**src/core/dbws_cfg.svh**
```systemverilog
// dbws_cfg.svh: constants of the dual bank wake sequencer
// assumes: included by every design module
// Function
// - pin-driven switching when the MCU drives the wake pin and osc enable is 0
// - select bits: B clear gives A, A0/B1 gives B, both alternate (receive only)
// - only bank A selected and pin high: run bank A, status bit reads 1
// - only bank B selected and pin high: run bank B, status bit reads 0
// - pin low with no message in reception puts the device OFF
// - a message in reception holds bank-A or bank-B state until it ends
// - pin mode, both banks: status picks the bank, toggles on pin falling edge
// - after any serial access the next sequence starts with bank-A state
// - osc-driven switching applies when the wake osc enable bit is 1
// - osc mode: a driven pin overrides, a floating pin leaves the oscillator in charge
// - osc mode, both banks: status toggles at end of each on state: A, B, OFF
// - osc mode, pin forced high: hold the bank the status shows, no alternation
// - A on time from bank A, B on time from bank B, OFF from bank A
// - pin high: ON in the status bank until release and message end
// - pin released from low during OFF: the begun OFF period runs to its end
// - stretching one state does not shift the timing of later states
// - every register is readable and writable over the serial slave port
// - reset loads every register with its default value
// - first config register: bands, carrier, global reset, polarity, detect, clock; 0x91
// - writing 1 to global reset resets registers and counters, bit self-clears
// - the status bit reads the same from both banks
`ifndef DBWS_CFG_SVH
`define DBWS_CFG_SVH
// ---------------------------------------------------------------
// timing
// ---------------------------------------------------------------
`define DBWS_CLK_MHZ 25
`define DBWS_TICK_US 100
`define DBWS_TICK_CYC (`DBWS_TICK_US * `DBWS_CLK_MHZ)
// ---------------------------------------------------------------
// register map: address bit 4 picks bank B, bits 3..0 the index
// ---------------------------------------------------------------
`define DBWS_BANK_BIT 4
`define DBWS_REG_CFG1 4'h0
`define DBWS_REG_CFG2 4'h1
`define DBWS_REG_CMD 4'h3
`define DBWS_REG_SEQ 4'h4
`define DBWS_CFG1_RST 8'h91
`define DBWS_CFG2_RST 8'h10
`define DBWS_CMDH_RST 7'h04
`define DBWS_SEQ_RST 8'h00
`define DBWS_STATUS_RST 1'b1
// ---------------------------------------------------------------
// field positions
// ---------------------------------------------------------------
`define DBWS_GRST_BIT 3
`define DBWS_OSCEN_BIT 0
`define DBWS_SEQ_ON_HI 7
`define DBWS_SEQ_ON_LO 4
`define DBWS_SEQ_OFF_HI 3
`define DBWS_SEQ_OFF_LO 1
`define DBWS_SEQ_SEL_BIT 0
`define DBWS_CMD_WR_BIT 7
`define DBWS_CMD_N_HI 6
`define DBWS_CMD_N_LO 5
`define DBWS_CMD_A_HI 4
`endif

```
**src/core/dbws_pkg.sv**
```systemverilog
// dbws_pkg: types of the dual bank wake sequencer
// assumes: constants come from dbws_cfg.svh
package dbws_pkg;
  // operating state; also used for the free-running schedule
  typedef enum logic [1:0] {ST_OFF, ST_A, ST_B} dbws_state_t;
  // first configuration register, bit 7 down to bit 0
  typedef struct packed {
    logic lo_band_hi;
    logic lo_band_lo;
    logic carrier_band_hi;
    logic carrier_band_lo;
    logic global_reset;
    logic switch_polarity;
    logic low_voltage_detect_enable;
    logic data_clock_output_enable;
  } dbws_cfg1_t;
  // one register bank
  typedef struct packed {
    dbws_cfg1_t cfg1;
    logic [7:0] cfg2;
    logic [6:0] cmd_hi;
    logic [7:0] seq;
  } dbws_bank_t;
endpackage : dbws_pkg

```
**src/core/dbws_main.sv**
```systemverilog
// dbws_main: dual bank wake sequencer with its serial register port
// assumes: pins are asynchronous, serial clock well below clock_i/4,
// msg_rx_i comes from the receiver logic on clock_i
`timescale 1ns/10ps
`include "dbws_cfg.svh"
module dbws_main
  import dbws_pkg::*;
#(
  parameter int TICK_CYC = `DBWS_TICK_CYC
) (
  input wire logic clock_i,
  input wire logic rst_i,
  input wire logic ce_i,
  input wire logic wake_pin_i,
  input wire logic wake_float_i,
  input wire logic cfg_sel_n_i,
  input wire logic spi_sclk_i,
  input wire logic spi_mosi_i,
  input wire logic msg_rx_i,
  output logic spi_miso_o,
  output dbws_state_t dev_state_o,
  output logic bank_status_o,
  output dbws_cfg1_t band_ctrl_o
);
  // -------------------------------------------------------------
  // declarations
  // -------------------------------------------------------------
  logic [4:0] sync1;
  logic [4:0] sync2;
  logic [4:0] sync3;
  logic wake;
  logic flt;
  logic sclk_rise;
  logic sclk_fall;
  logic cs_fall;
  logic cs_rise;
  logic [2:0] bits;
  logic [2:0] next_bits;
  logic [7:0] sh_in;
  logic [7:0] next_sh_in;
  logic [7:0] sh_out;
  logic [7:0] next_sh_out;
  logic [4:0] addr;
  logic [4:0] next_addr;
  logic is_cmd;
  logic next_is_cmd;
  logic wr;
  logic next_wr;
  logic [3:0] left;
  logic [3:0] next_left;
  logic wr_en;
  logic spi_done;
  dbws_bank_t bank_a;
  dbws_bank_t next_bank_a;
  dbws_bank_t bank_b;
  dbws_bank_t next_bank_b;
  logic status;
  logic next_status;
  logic soft_rst;
  logic next_soft_rst;
  dbws_state_t sched;
  dbws_state_t next_sched;
  dbws_state_t sched_st;
  dbws_state_t dev;
  dbws_state_t next_dev;
  dbws_cfg1_t next_band;
  logic osc;
  logic alt;
  logic only_b;
  logic forced_high;
  logic forced_low;
  logic wake_fall;
  logic tmr_done;
  logic tmr_restart;
  logic [3:0] units;

  // -------------------------------------------------------------
  // pin synchronisers; levels come from the second stage, edges compare the second and third stages
  // -------------------------------------------------------------
  always_ff @(posedge clock_i or posedge rst_i) begin
    if (rst_i) begin
      sync1 <= 5'h10;
      sync2 <= 5'h10;
      sync3 <= 5'h10;
    end else if (ce_i) begin
      sync1 <= {cfg_sel_n_i, spi_mosi_i, spi_sclk_i, wake_float_i,
                wake_pin_i};
      sync2 <= sync1;
      sync3 <= sync2;
    end
  end

  assign wake = sync2[0];
  assign flt = sync2[1];
  assign sclk_rise = ~sync3[2] & sync2[2];
  assign sclk_fall = sync3[2] & ~sync2[2];
  assign cs_fall = sync3[4] & ~sync2[4];
  assign cs_rise = ~sync3[4] & sync2[4];
  assign wake_fall = sync3[0] & ~wake;

  // -------------------------------------------------------------
  // mode decode
  // -------------------------------------------------------------
  assign osc = bank_a.cfg2[`DBWS_OSCEN_BIT];
  assign alt = bank_a.seq[`DBWS_SEQ_SEL_BIT] &
               bank_b.seq[`DBWS_SEQ_SEL_BIT];
  assign only_b = ~bank_a.seq[`DBWS_SEQ_SEL_BIT] &
                  bank_b.seq[`DBWS_SEQ_SEL_BIT];
  // a floating pin only hands control over in oscillator mode
  assign forced_high = wake & ~(osc & flt);
  assign forced_low = ~wake & ~(osc & flt);

  // -------------------------------------------------------------
  // register read mux, status shared by both banks
  // -------------------------------------------------------------
  function automatic logic [7:0] rd_reg(input logic [4:0] a);
    dbws_bank_t b;
    b = a[`DBWS_BANK_BIT] ? bank_b : bank_a;
    if (a[3:0] == `DBWS_REG_CFG1) begin
      rd_reg = b.cfg1;
    end else if (a[3:0] == `DBWS_REG_CFG2) begin
      rd_reg = b.cfg2;
    end else if (a[3:0] == `DBWS_REG_CMD) begin
      rd_reg = {b.cmd_hi, status};
    end else if (a[3:0] == `DBWS_REG_SEQ) begin
      rd_reg = b.seq;
    end else begin
      rd_reg = 8'h00;
    end
  endfunction : rd_reg

  // -------------------------------------------------------------
  // serial slave: command byte then up to 2^N data bytes
  // -------------------------------------------------------------
  // bytes are taken on the eighth falling edge; a partial byte
  // at deselect is simply dropped
  always_comb begin
    next_bits = bits;
    next_sh_in = sh_in;
    next_sh_out = sh_out;
    next_addr = addr;
    next_is_cmd = is_cmd;
    next_wr = wr;
    next_left = left;
    wr_en = 1'b0;
    spi_done = cs_rise & ~is_cmd;
    if (cs_fall) begin
      next_bits = 3'h0;
      next_is_cmd = 1'b1;
      next_left = 4'h0;
    end else if (~sync2[4]) begin
      if (sclk_rise) begin
        next_sh_in = {sh_in[6:0], sync2[3]};
      end
      if (sclk_fall) begin
        next_bits = 3'(bits + 3'h1);
        next_sh_out = {sh_out[6:0], 1'b0};
        if (bits == 3'h7) begin
          if (is_cmd) begin
            next_is_cmd = 1'b0;
            next_wr = sh_in[`DBWS_CMD_WR_BIT];
            next_addr = sh_in[`DBWS_CMD_A_HI:0];
            next_left = 4'h1 << sh_in[`DBWS_CMD_N_HI:`DBWS_CMD_N_LO];
            next_sh_out = rd_reg(sh_in[`DBWS_CMD_A_HI:0]);
          end else if (left != 4'h0) begin
            wr_en = wr;
            next_left = 4'(left - 4'h1);
            next_addr = 5'(addr + 5'h01);
            next_sh_out = rd_reg(5'(addr + 5'h01));
          end
        end
      end
    end
  end

  always_ff @(posedge clock_i or posedge rst_i) begin
    if (rst_i) begin
      bits <= 3'h0;
      sh_in <= 8'h00;
      sh_out <= 8'h00;
      addr <= 5'h00;
      is_cmd <= 1'b1;
      wr <= 1'b0;
      left <= 4'h0;
    end else if (ce_i) begin
      bits <= next_bits;
      sh_in <= next_sh_in;
      sh_out <= next_sh_out;
      addr <= next_addr;
      is_cmd <= next_is_cmd;
      wr <= next_wr;
      left <= next_left;
    end
  end

  assign spi_miso_o = sh_out[7];

  // -------------------------------------------------------------
  // register banks, bank status and global reset
  // -------------------------------------------------------------
  always_comb begin
    dbws_bank_t wb;
    wb = addr[`DBWS_BANK_BIT] ? bank_b : bank_a;
    next_bank_a = bank_a;
    next_bank_b = bank_b;
    next_status = status;
    next_soft_rst = 1'b0;
    if (soft_rst) begin
      // global reset reloads defaults, which also clears its bit
      next_bank_a = {`DBWS_CFG1_RST, `DBWS_CFG2_RST, `DBWS_CMDH_RST,
                     `DBWS_SEQ_RST};
      next_bank_b = next_bank_a;
      next_status = `DBWS_STATUS_RST;
    end else begin
      if (wr_en) begin
        if (addr[3:0] == `DBWS_REG_CFG1) begin
          wb.cfg1 = sh_in;
          next_soft_rst = sh_in[`DBWS_GRST_BIT];
        end else if (addr[3:0] == `DBWS_REG_CFG2) begin
          wb.cfg2 = sh_in;
        end else if (addr[3:0] == `DBWS_REG_CMD) begin
          wb.cmd_hi = sh_in[7:1]; // status bit is read only
        end else if (addr[3:0] == `DBWS_REG_SEQ) begin
          wb.seq = sh_in;
        end
        if (addr[`DBWS_BANK_BIT]) begin
          next_bank_b = wb;
        end else begin
          next_bank_a = wb;
        end
      end
      if (spi_done) begin
        next_status = 1'b1;
      end else if (!alt) begin
        next_status = ~only_b & 1'b1;
        if (!bank_b.seq[`DBWS_SEQ_SEL_BIT]) begin
          next_status = 1'b1;
        end
      end else if (!osc) begin
        if (wake_fall) begin
          next_status = ~status;
        end
      end else if (tmr_done && sched != ST_OFF && !forced_high) begin
        next_status = ~status;
      end
    end
  end

  always_ff @(posedge clock_i or posedge rst_i) begin
    if (rst_i) begin
      bank_a <= {`DBWS_CFG1_RST, `DBWS_CFG2_RST, `DBWS_CMDH_RST,
                 `DBWS_SEQ_RST};
      bank_b <= {`DBWS_CFG1_RST, `DBWS_CFG2_RST, `DBWS_CMDH_RST,
                 `DBWS_SEQ_RST};
      status <= `DBWS_STATUS_RST;
      soft_rst <= 1'b0;
    end else if (ce_i) begin
      bank_a <= next_bank_a;
      bank_b <= next_bank_b;
      status <= next_status;
      soft_rst <= next_soft_rst;
    end
  end

  // -------------------------------------------------------------
  // free-running schedule and device state
  // -------------------------------------------------------------
  // the schedule never waits for the pin or a message, so a
  // stretched state leaves the later ones on their own grid
  always_comb begin
    if (sched == ST_OFF) begin
      sched_st = ST_OFF;
    end else if (alt) begin
      sched_st = sched;
    end else begin
      sched_st = only_b ? ST_B : ST_A;
    end
    if (sched_st == ST_B) begin
      units = bank_b.seq[`DBWS_SEQ_ON_HI:`DBWS_SEQ_ON_LO];
    end else if (sched_st == ST_A) begin
      units = bank_a.seq[`DBWS_SEQ_ON_HI:`DBWS_SEQ_ON_LO];
    end else begin
      units = {1'b0, bank_a.seq[`DBWS_SEQ_OFF_HI:`DBWS_SEQ_OFF_LO]};
    end
    next_sched = sched;
    tmr_restart = 1'b0;
    if (soft_rst || spi_done || !osc) begin
      next_sched = ST_A;
      tmr_restart = 1'b1;
    end else if (tmr_done) begin
      tmr_restart = 1'b1;
      if (sched == ST_OFF) begin
        next_sched = ST_A;
      end else if (sched == ST_A && alt) begin
        next_sched = ST_B;
      end else begin
        next_sched = ST_OFF;
      end
    end
    next_dev = dev;
    if (soft_rst) begin
      next_dev = ST_OFF;
    end else if (msg_rx_i && dev != ST_OFF) begin
      next_dev = dev;
    end else if (forced_high) begin
      next_dev = status ? ST_A : ST_B;
    end else if (forced_low) begin
      next_dev = ST_OFF;
    end else begin
      next_dev = sched_st;
    end
    next_band = (dev == ST_B) ? bank_b.cfg1 : bank_a.cfg1;
  end

  always_ff @(posedge clock_i or posedge rst_i) begin
    if (rst_i) begin
      sched <= ST_A;
      dev <= ST_OFF;
      band_ctrl_o <= `DBWS_CFG1_RST;
    end else if (ce_i) begin
      sched <= next_sched;
      dev <= next_dev;
      band_ctrl_o <= next_band;
    end
  end

  assign dev_state_o = dev;
  assign bank_status_o = status;

  dbws_timer #(
    .TICK_CYC(TICK_CYC)
  ) u_timer (
    .clock_i(clock_i),
    .rst_i(rst_i),
    .ce_i(ce_i),
    .restart_i(tmr_restart),
    .units_i(units),
    .done_o(tmr_done)
  );
endmodule : dbws_main

```
**src/core/dbws_timer.sv**
```systemverilog
// dbws_timer: counts a duration of whole ticks on the system clock
// assumes: restart_i comes from logic on the same clock
`timescale 1ns/10ps
`include "dbws_cfg.svh"
module dbws_timer
  import dbws_pkg::*;
#(
  parameter int TICK_CYC = `DBWS_TICK_CYC
) (
  input wire logic clock_i,
  input wire logic rst_i,
  input wire logic ce_i,
  input wire logic restart_i,
  input wire logic [3:0] units_i,
  output logic done_o
);
  logic [15:0] pre;
  logic [15:0] next_pre;
  logic [3:0] unit;
  logic [3:0] next_unit;
  logic next_done;

  // -------------------------------------------------------------
  // tick prescaler and tick counter
  // -------------------------------------------------------------
  // a zero count still lasts one tick so no state can vanish;
  // done is not gated by restart, the caller restarts on done
  always_comb begin
    next_pre = 16'(pre + 16'h0001);
    next_unit = unit;
    next_done = 1'b0;
    if (pre == 16'(TICK_CYC - 1)) begin
      next_pre = 16'h0000;
      if (4'(unit + 4'h1) >= units_i) begin
        next_done = 1'b1;
        next_unit = 4'h0;
      end else begin
        next_unit = 4'(unit + 4'h1);
      end
    end
    if (restart_i) begin
      next_pre = 16'h0000;
      next_unit = 4'h0;
    end
  end

  // done marks the last cycle of the duration, so the state changes
  // on the tick boundary; a registered done would add a cycle per state
  assign done_o = next_done;

  always_ff @(posedge clock_i or posedge rst_i) begin
    if (rst_i) begin
      pre <= 16'h0000;
      unit <= 4'h0;
    end else if (ce_i) begin
      pre <= next_pre;
      unit <= next_unit;
    end
  end
endmodule : dbws_timer

```
**config.mk**
```make
export PLATFORM = sky130hd
export DESIGN_NAME = dbws_main
export DESIGN_NICKNAME = d
export VERILOG_FILES = /design/src/core/dbws_pkg.sv /design/src/core/dbws_main.sv /design/src/core/dbws_timer.sv
export VERILOG_INCLUDE_DIRS = /design/src /design/src/core
export SDC_FILE = /design/constraint.sdc
export NUM_CORES = 1
export LEC_CHECK = 0
export BUFFER_PORTS_ARGS = -buffer_cell sky130_fd_sc_hd__buf_2
export CORE_MARGIN = 2
export CORE_UTILIZATION = 63
export CTS_CLUSTER_SIZE = 8
export DETAILED_ROUTE_END_ITERATION = 12
export PLACE_DENSITY = 0.77
export SYNTH_ARGS = -nofsm -noshare
export SYNTH_HDL_FRONTEND = slang
export SYNTH_SLANG_ARGS = --single-unit
```
**constraint.sdc**
```tcl
create_clock -name clock_i -period 5.06 [get_ports clock_i]
set_input_delay 0.253 -clock clock_i [delete_from_list [all_inputs] [get_ports clock_i]]
set_output_delay 0.253 -clock clock_i [all_outputs]
set_load 0.01 [all_outputs]
```
; ---- Yosys cells after proc, flatten, opt, wreduce, memory -nomap -nowiden
; Index checks and enable logic that the tools add are counted.
[word_totals]
ff_bits = 141
input_bits = 9
output_inout_bits = 12
elab_cells = 213
[op_classes]
add_sub_neg = 5
magnitude_cmp = 1
n_eq_ne = 20
shift = 1
mux = 82
bitwise = 22
reduce_logical = 36
[ops]
columns = op, count
row1 = $mux 31, 9
row2 = $mux 8, 16
row3 = $mux 4, 11
row4 = $mux 16, 2
row5 = $mux 1, 24
row6 = $mux 2, 12
row7 = $mux 23, 1
row8 = $reduce_bool 2->1, 9
row9 = $add 16x1->16 const B, 1
row10 = $eq 16x12->1 const B, 1
row11 = $mux 15, 1
row12 = $eq 4x1->1 const B, 3
row13 = $eq 4x2->1 const B, 3
row14 = $eq 4x3->1 const B, 3
row15 = $logic_not 4->1, 3
row16 = $reduce_and 3->1, 4
row17 = $reduce_and 4->1, 3
row18 = $reduce_and 6->1, 2
row19 = $and 1x1->1, 11
row20 = $not 1->1, 11
row21 = $mux 5, 2
row22 = $ne 5x4->1 const B, 2
row23 = $mux 3, 3
row24 = $mux 7, 1
row25 = 19 further kinds, 29

; ---- Logic depth before layout (Yosys ltp)
[logic_depth]
depth_word = 18
ltp_mapped = 13
mapped_depth_nobuf = 11

; ---- By module
; Synthesis repeated with hierarchy kept, for this count alone.
[hier_totals]
cells_unflattened = 850
hier_area_um2 = 8544.4
[modules_own_cells]
columns = mod, n_inst, cells_per_inst, area_each_um2, seq_area_each_um2
row1 = dbws_main, 1, 726, 7324.5, 3001.6
row2 = dbws_timer, 1, 124, 1219.9, 500.5

; ---- Worst setup path before layout
; No wires, ideal clock.
[synth_timing]
path_type = reg2reg
startpoint = register sched[0]
endpoint = register sched[1]
setup_time_ps = 127
t_arrival_ps = 2454
required_time_ps = 4933
slack_ps = 2478
path_stages_with_launch = 11
path_buffers = 0
period_less_slack_ps = 2582
path_cell_list = dfstp_2 > or2_2 > a21boi_0 > nor3_1 > a221oi_1 > ha_1 > o21ai_0 > o2bb2ai_1 > nand2_1 > nand2_1 > mux2_1
[synth_between]
elab_chain_len = 10
elab_cells_between_ends = 18
classes_between = order compare: 1 / eq/ne: 3 / mux: 10 / reduce/logical: 4
[synth_rtl]
columns = element, line_no
row1 = start: declaration, dbws_main.sv:61  ; dbws_state_t sched;
row2 = start signal: assignment, dbws_main.sv:321  ; sched <= next_sched;
row3 = $mux 2 / $logic_not 2->1 (equally long branches), "dbws_main.sv:273, dbws_main.sv:271, dbws_main.sv:292"
row4 = $mux 2, dbws_main.sv:271  ; if (sched == ST_OFF) begin
row5 = $eq 2x1->1, dbws_main.sv:280  ; end else if (sched_st == ST_A) begin
row6 = $mux 4, dbws_main.sv:280
row7 = $mux 4, dbws_main.sv:278  ; if (sched_st == ST_B) begin
row8 = $ge 4x4->1, dbws_timer.sv:34  ; if (4'(unit + 4'h1) >= units_i) begin
row9 = $mux 1, dbws_timer.sv:34
row10 = $mux 1, dbws_timer.sv:32  ; if (pre == 16'(TICK_CYC - 1)) begin
row11 = $reduce_bool 2->1 (no source line), -
row12 = $reduce_and 2->1 (no source line), -
; Several ways; a longest one is shown, not always the timed one. The select of a mux whose other input is x is not followed.
; A chain may end at the register's enable or synchronous reset.

; ---- Worst setup path in the final report
; Ends and elaborated chain as after synthesis.

==> results.json <==
{
  "fmax_mhz": 319,
  "p_leak_uw": 0.00411,
  "power_density_nw_per_um2": 341,
  "yosysMostFrequentCell": "dfrtp_1",
  "p_seq_share_pct": 44.1,
  "drive_gt1_share_pct": 19.4,
  "wl_per_cell_um": 21.7,
  "syn_to_final_growth_pct": 7.56,
  "multiInputGateArea_um2": 4570,
  "status": "complete, but fails checks",
  "crit_path_start_kind": "flip-flop",
  "gr-total-overflow": 0,
  "min_period_over_period_pct": 62.0,
  "finalSetupTns_ns": 0,
  "post_cts_resized": 0,
  "setup-violations-final": 0,
  "port_buffers": 20,
  "rr_endpoint": "sched[1]$_DFFE_PP0P_",
  "htree_levels": 4,
  "drc": 0,
  "holdWs_ns": -0.0307,
  "slew_headroom_pct": 14.9,
  "rr_worst_depth": 10,
  "finalMaxSlewViolations": 0,
  "cts_buffer_depth": 2,
  "criticalPathCategory": "flip-flop to flip-flop",
  "post-dp-hpwl_um": 15200,
  "syn-num-nets": 863,
  "synth.largest_area_cell": "dfrtp_1",
  "pwr-share-clk_pct": 39.4,
  "synth-seq-cells": 139,
  "dieArea_um2": 14400,
  "synth_cell_types": 72,
  "combPwrFrac_pct": 16.5,
  "drt_pass1_iterations": 7,
  "cts_hold_repair.buffers": 0,
  "hp-class": "input port to async pin",
  "clk_pin_slew_worst_paths_ns": 0.06,
  "switching_power_uw": 962,
  "synth_edf_count": 0,
  "worstMarginPinSlew_ns": 1.27,
  "grt_max_degree": 90,
  "place.gp.congestion": 0.984,
  "cts_made_buffers": 17,
  "syn_inst": 839,
  "synthTopCellsByArea": "dfrtp_1, mux2i_1, mux2_2",
  "clock-sinks": 139,
  "antenna_found_initial": 0,
  "required_ns": 5.37,
  "violations": "negative hold slack",
  "power_uw": 3100,
  "cts_root_buf": "clkbuf_16",
  "antenna_left": 0,
  "top_layer": "met4",
  "core.rowCount": 42,
  "synth_top_area_share_pct": 35.5,
  "dr_total_vias": 6644,
  "met1Wirelength_um": 9900,
  "wirelength_um": 22100,
  "synth_ff_type": "dfrtp_1",
  "clkLatencyLatePin_ns": 0.43,
  "wl_met2_um": 10300,
  "endpoint_kind": "flip-flop",
  "grt_pass1_vias": 6590,
  "ios": 21,
  "max-cap-violations": 0,
  "finalNetCount": 851,
  "via_per_inst": 6.54,
  "syn_area_per_cell_um2": 10.1,
  "fin_cells": 1016,
  "grt_pass1_wl_um": 36500,
  "hold_viol": 20,
  "cp.arrival_ns": 3.44,
  "post-route-util_pct": 69.1,
  "peakVddDrop_uv": 378,
  "place_inst": 984,
  "async_flop_share_pct": 100,
  "rsz0062_at_grt": "no",
  "synth_warnings": 0,
  "n_antenna_cell": 0,
  "sw_frac_of_total_pct": 31.0,
  "met3_length_um": 1300,
  "seq_area_frac_synth_pct": 41.3,
  "grt_usage_pct": 32.7,
  "p_int_uw": 2140,
  "period_minus_slack_ns": 3.14,
  "drt_iter0_drc": 675,
  "core_area_um2": 13200,
  "start_util_pct": 64.2,
  "syn_area_um2": 8470,
  "regArea_um2": 3500,
  "reg2reg_slack_ns": 1.92,
  "r2r-start": "sched[0]$_DFFE_PP1P_",
  "die_x_um": 120,
  "clock_skew_ns": 0.0162,
  "cts_setup_buffers": 0,
  "dieHeight_um": 120,
  "cts_tree": "yes",
  "worstPathMaxFanout": 6,
  "nFillCells": 998,
  "synth_common_cells": "dfrtp_1, mux2i_1, nor2_1"
}
## final cells by class
cell class / instances / share of cell area (%)
repair buffers: 28 / 1.76
clock inverters: 8 / 1.06
well taps: 176 / 2.42
flip-flops and latches: 139 / 38.5
inverters: 22 / 0.961
multi-input cells: 619 / 50.2
clock buffers: 24 / 5.18
## logic make-up after synthesis
group                    Yosys count  share of synthesized area (%)
AO/OA/AOI/OAI                    187                           14.6
XOR/XNOR                          16                           1.74
adder cells (fa/ha/maj)           15                           2.22
buffers and inverters             81                           4.68
flip-flops                       139                           41.3
multiplexers                     169                           22.3
AND/OR/NAND/NOR                  232                           13.2
## per-stage QoR
| stage | instance area (µm²) | setup WS [ns] | hold WS [ns] |
|---|---|---|---|
| CTS | 9110 | 1.93 | 0.00200 |
| floorplan | 8470 | 1.11 | 0.405 |
| global placement | 8540 | 2.01 | 0.440 |
| detailed placement | 8540 | 1.95 | 0.453 |
| finish | 9110 | 1.92 | -0.0307 |
| global route | 9110 | 1.65 | 0.0238 |
## state kept, by name (all words and copies together) (netlist names), 5 cells and up
signal and cells:
sync1 5, bank_b 31, bank_a 31, band_ctrl_o 8, sh_in 8, sh_out 8
addr 5, sync2 5, u_timer.pre 16
## layer usage
metal / global-route usage, % / up-vias
met3: 6.46 / 38
met2: 50.9 / 252
li1: - / 3039
met4: 10.3 / 0
met1: 46.3 / 3315
met5: 0 / -
## cells in the final DEF (no fill, tap or decap), drive strengths merged, types with 9 or more instances in the layout
| cell | Yosys | layout |
|---|---|---|
| dfrtp | 120 | 120 |
| mux2i | 92 | 92 |
| nor2 | 87 | 87 |
| mux2 | 75 | 75 |
| nand2 | 60 | 60 |
| a21oi | 48 | 48 |
| o21ai | 40 | 40 |
| buf | 30 | 28 |
| a211oi | 27 | 27 |
| clkbuf | 29 | 24 |
| inv | 22 | 22 |
| dfstp | 19 | 19 |
| nand3 | 18 | 18 |
| ha | 15 | 15 |
| nand2b | 12 | 12 |
| o22ai | 12 | 12 |
| xor2 | 11 | 11 |
| nor3 | 11 | 11 |
| a31oi | 9 | 9 |
## critical path: stages, from the launching register on
cell and delay, ns:
dfstp_2 0.57, or2_2 0.16, a21boi_0 0.60, nor3_1 0.09, a221oi_1 0.30, ha_1 0.29, o21ai_0 0.19, o2bb2ai_1 0.22
nand2_1 0.17, nand2_1 0.11, mux2_1 0.32
## worst max path at each step
stage	from	cells after the start	slack, ns	end
after detailed placement	sched[0]$_DFFE_PP1P_	10	1.95	sched[1]$_DFFE_PP0P_
after floorplan	rst_i	1	1.11	addr[0]$_DFFE_PP0P_
after global routing	sched[0]$_DFFE_PP1P_	10	1.65	sched[1]$_DFFE_PP0P_
after CTS	sched[0]$_DFFE_PP1P_	10	1.93	sched[1]$_DFFE_PP0P_
after global placement	sched[0]$_DFFE_PP1P_	10	2.01	sched[1]$_DFFE_PP0P_
final	sched[0]$_DFFE_PP1P_	10	1.92	sched[1]$_DFFE_PP0P_
## power groups by stage
stage	sequential (µW)	clock (µW)	combinational, µW
global route	1380	1270	557
finish	1370	1220	512
floorplan	1250	0	464
global placement	1380	0	492
CTS	1360	1230	503
detailed placement	1380	0	500
Power figures use the tool's default switching activity.
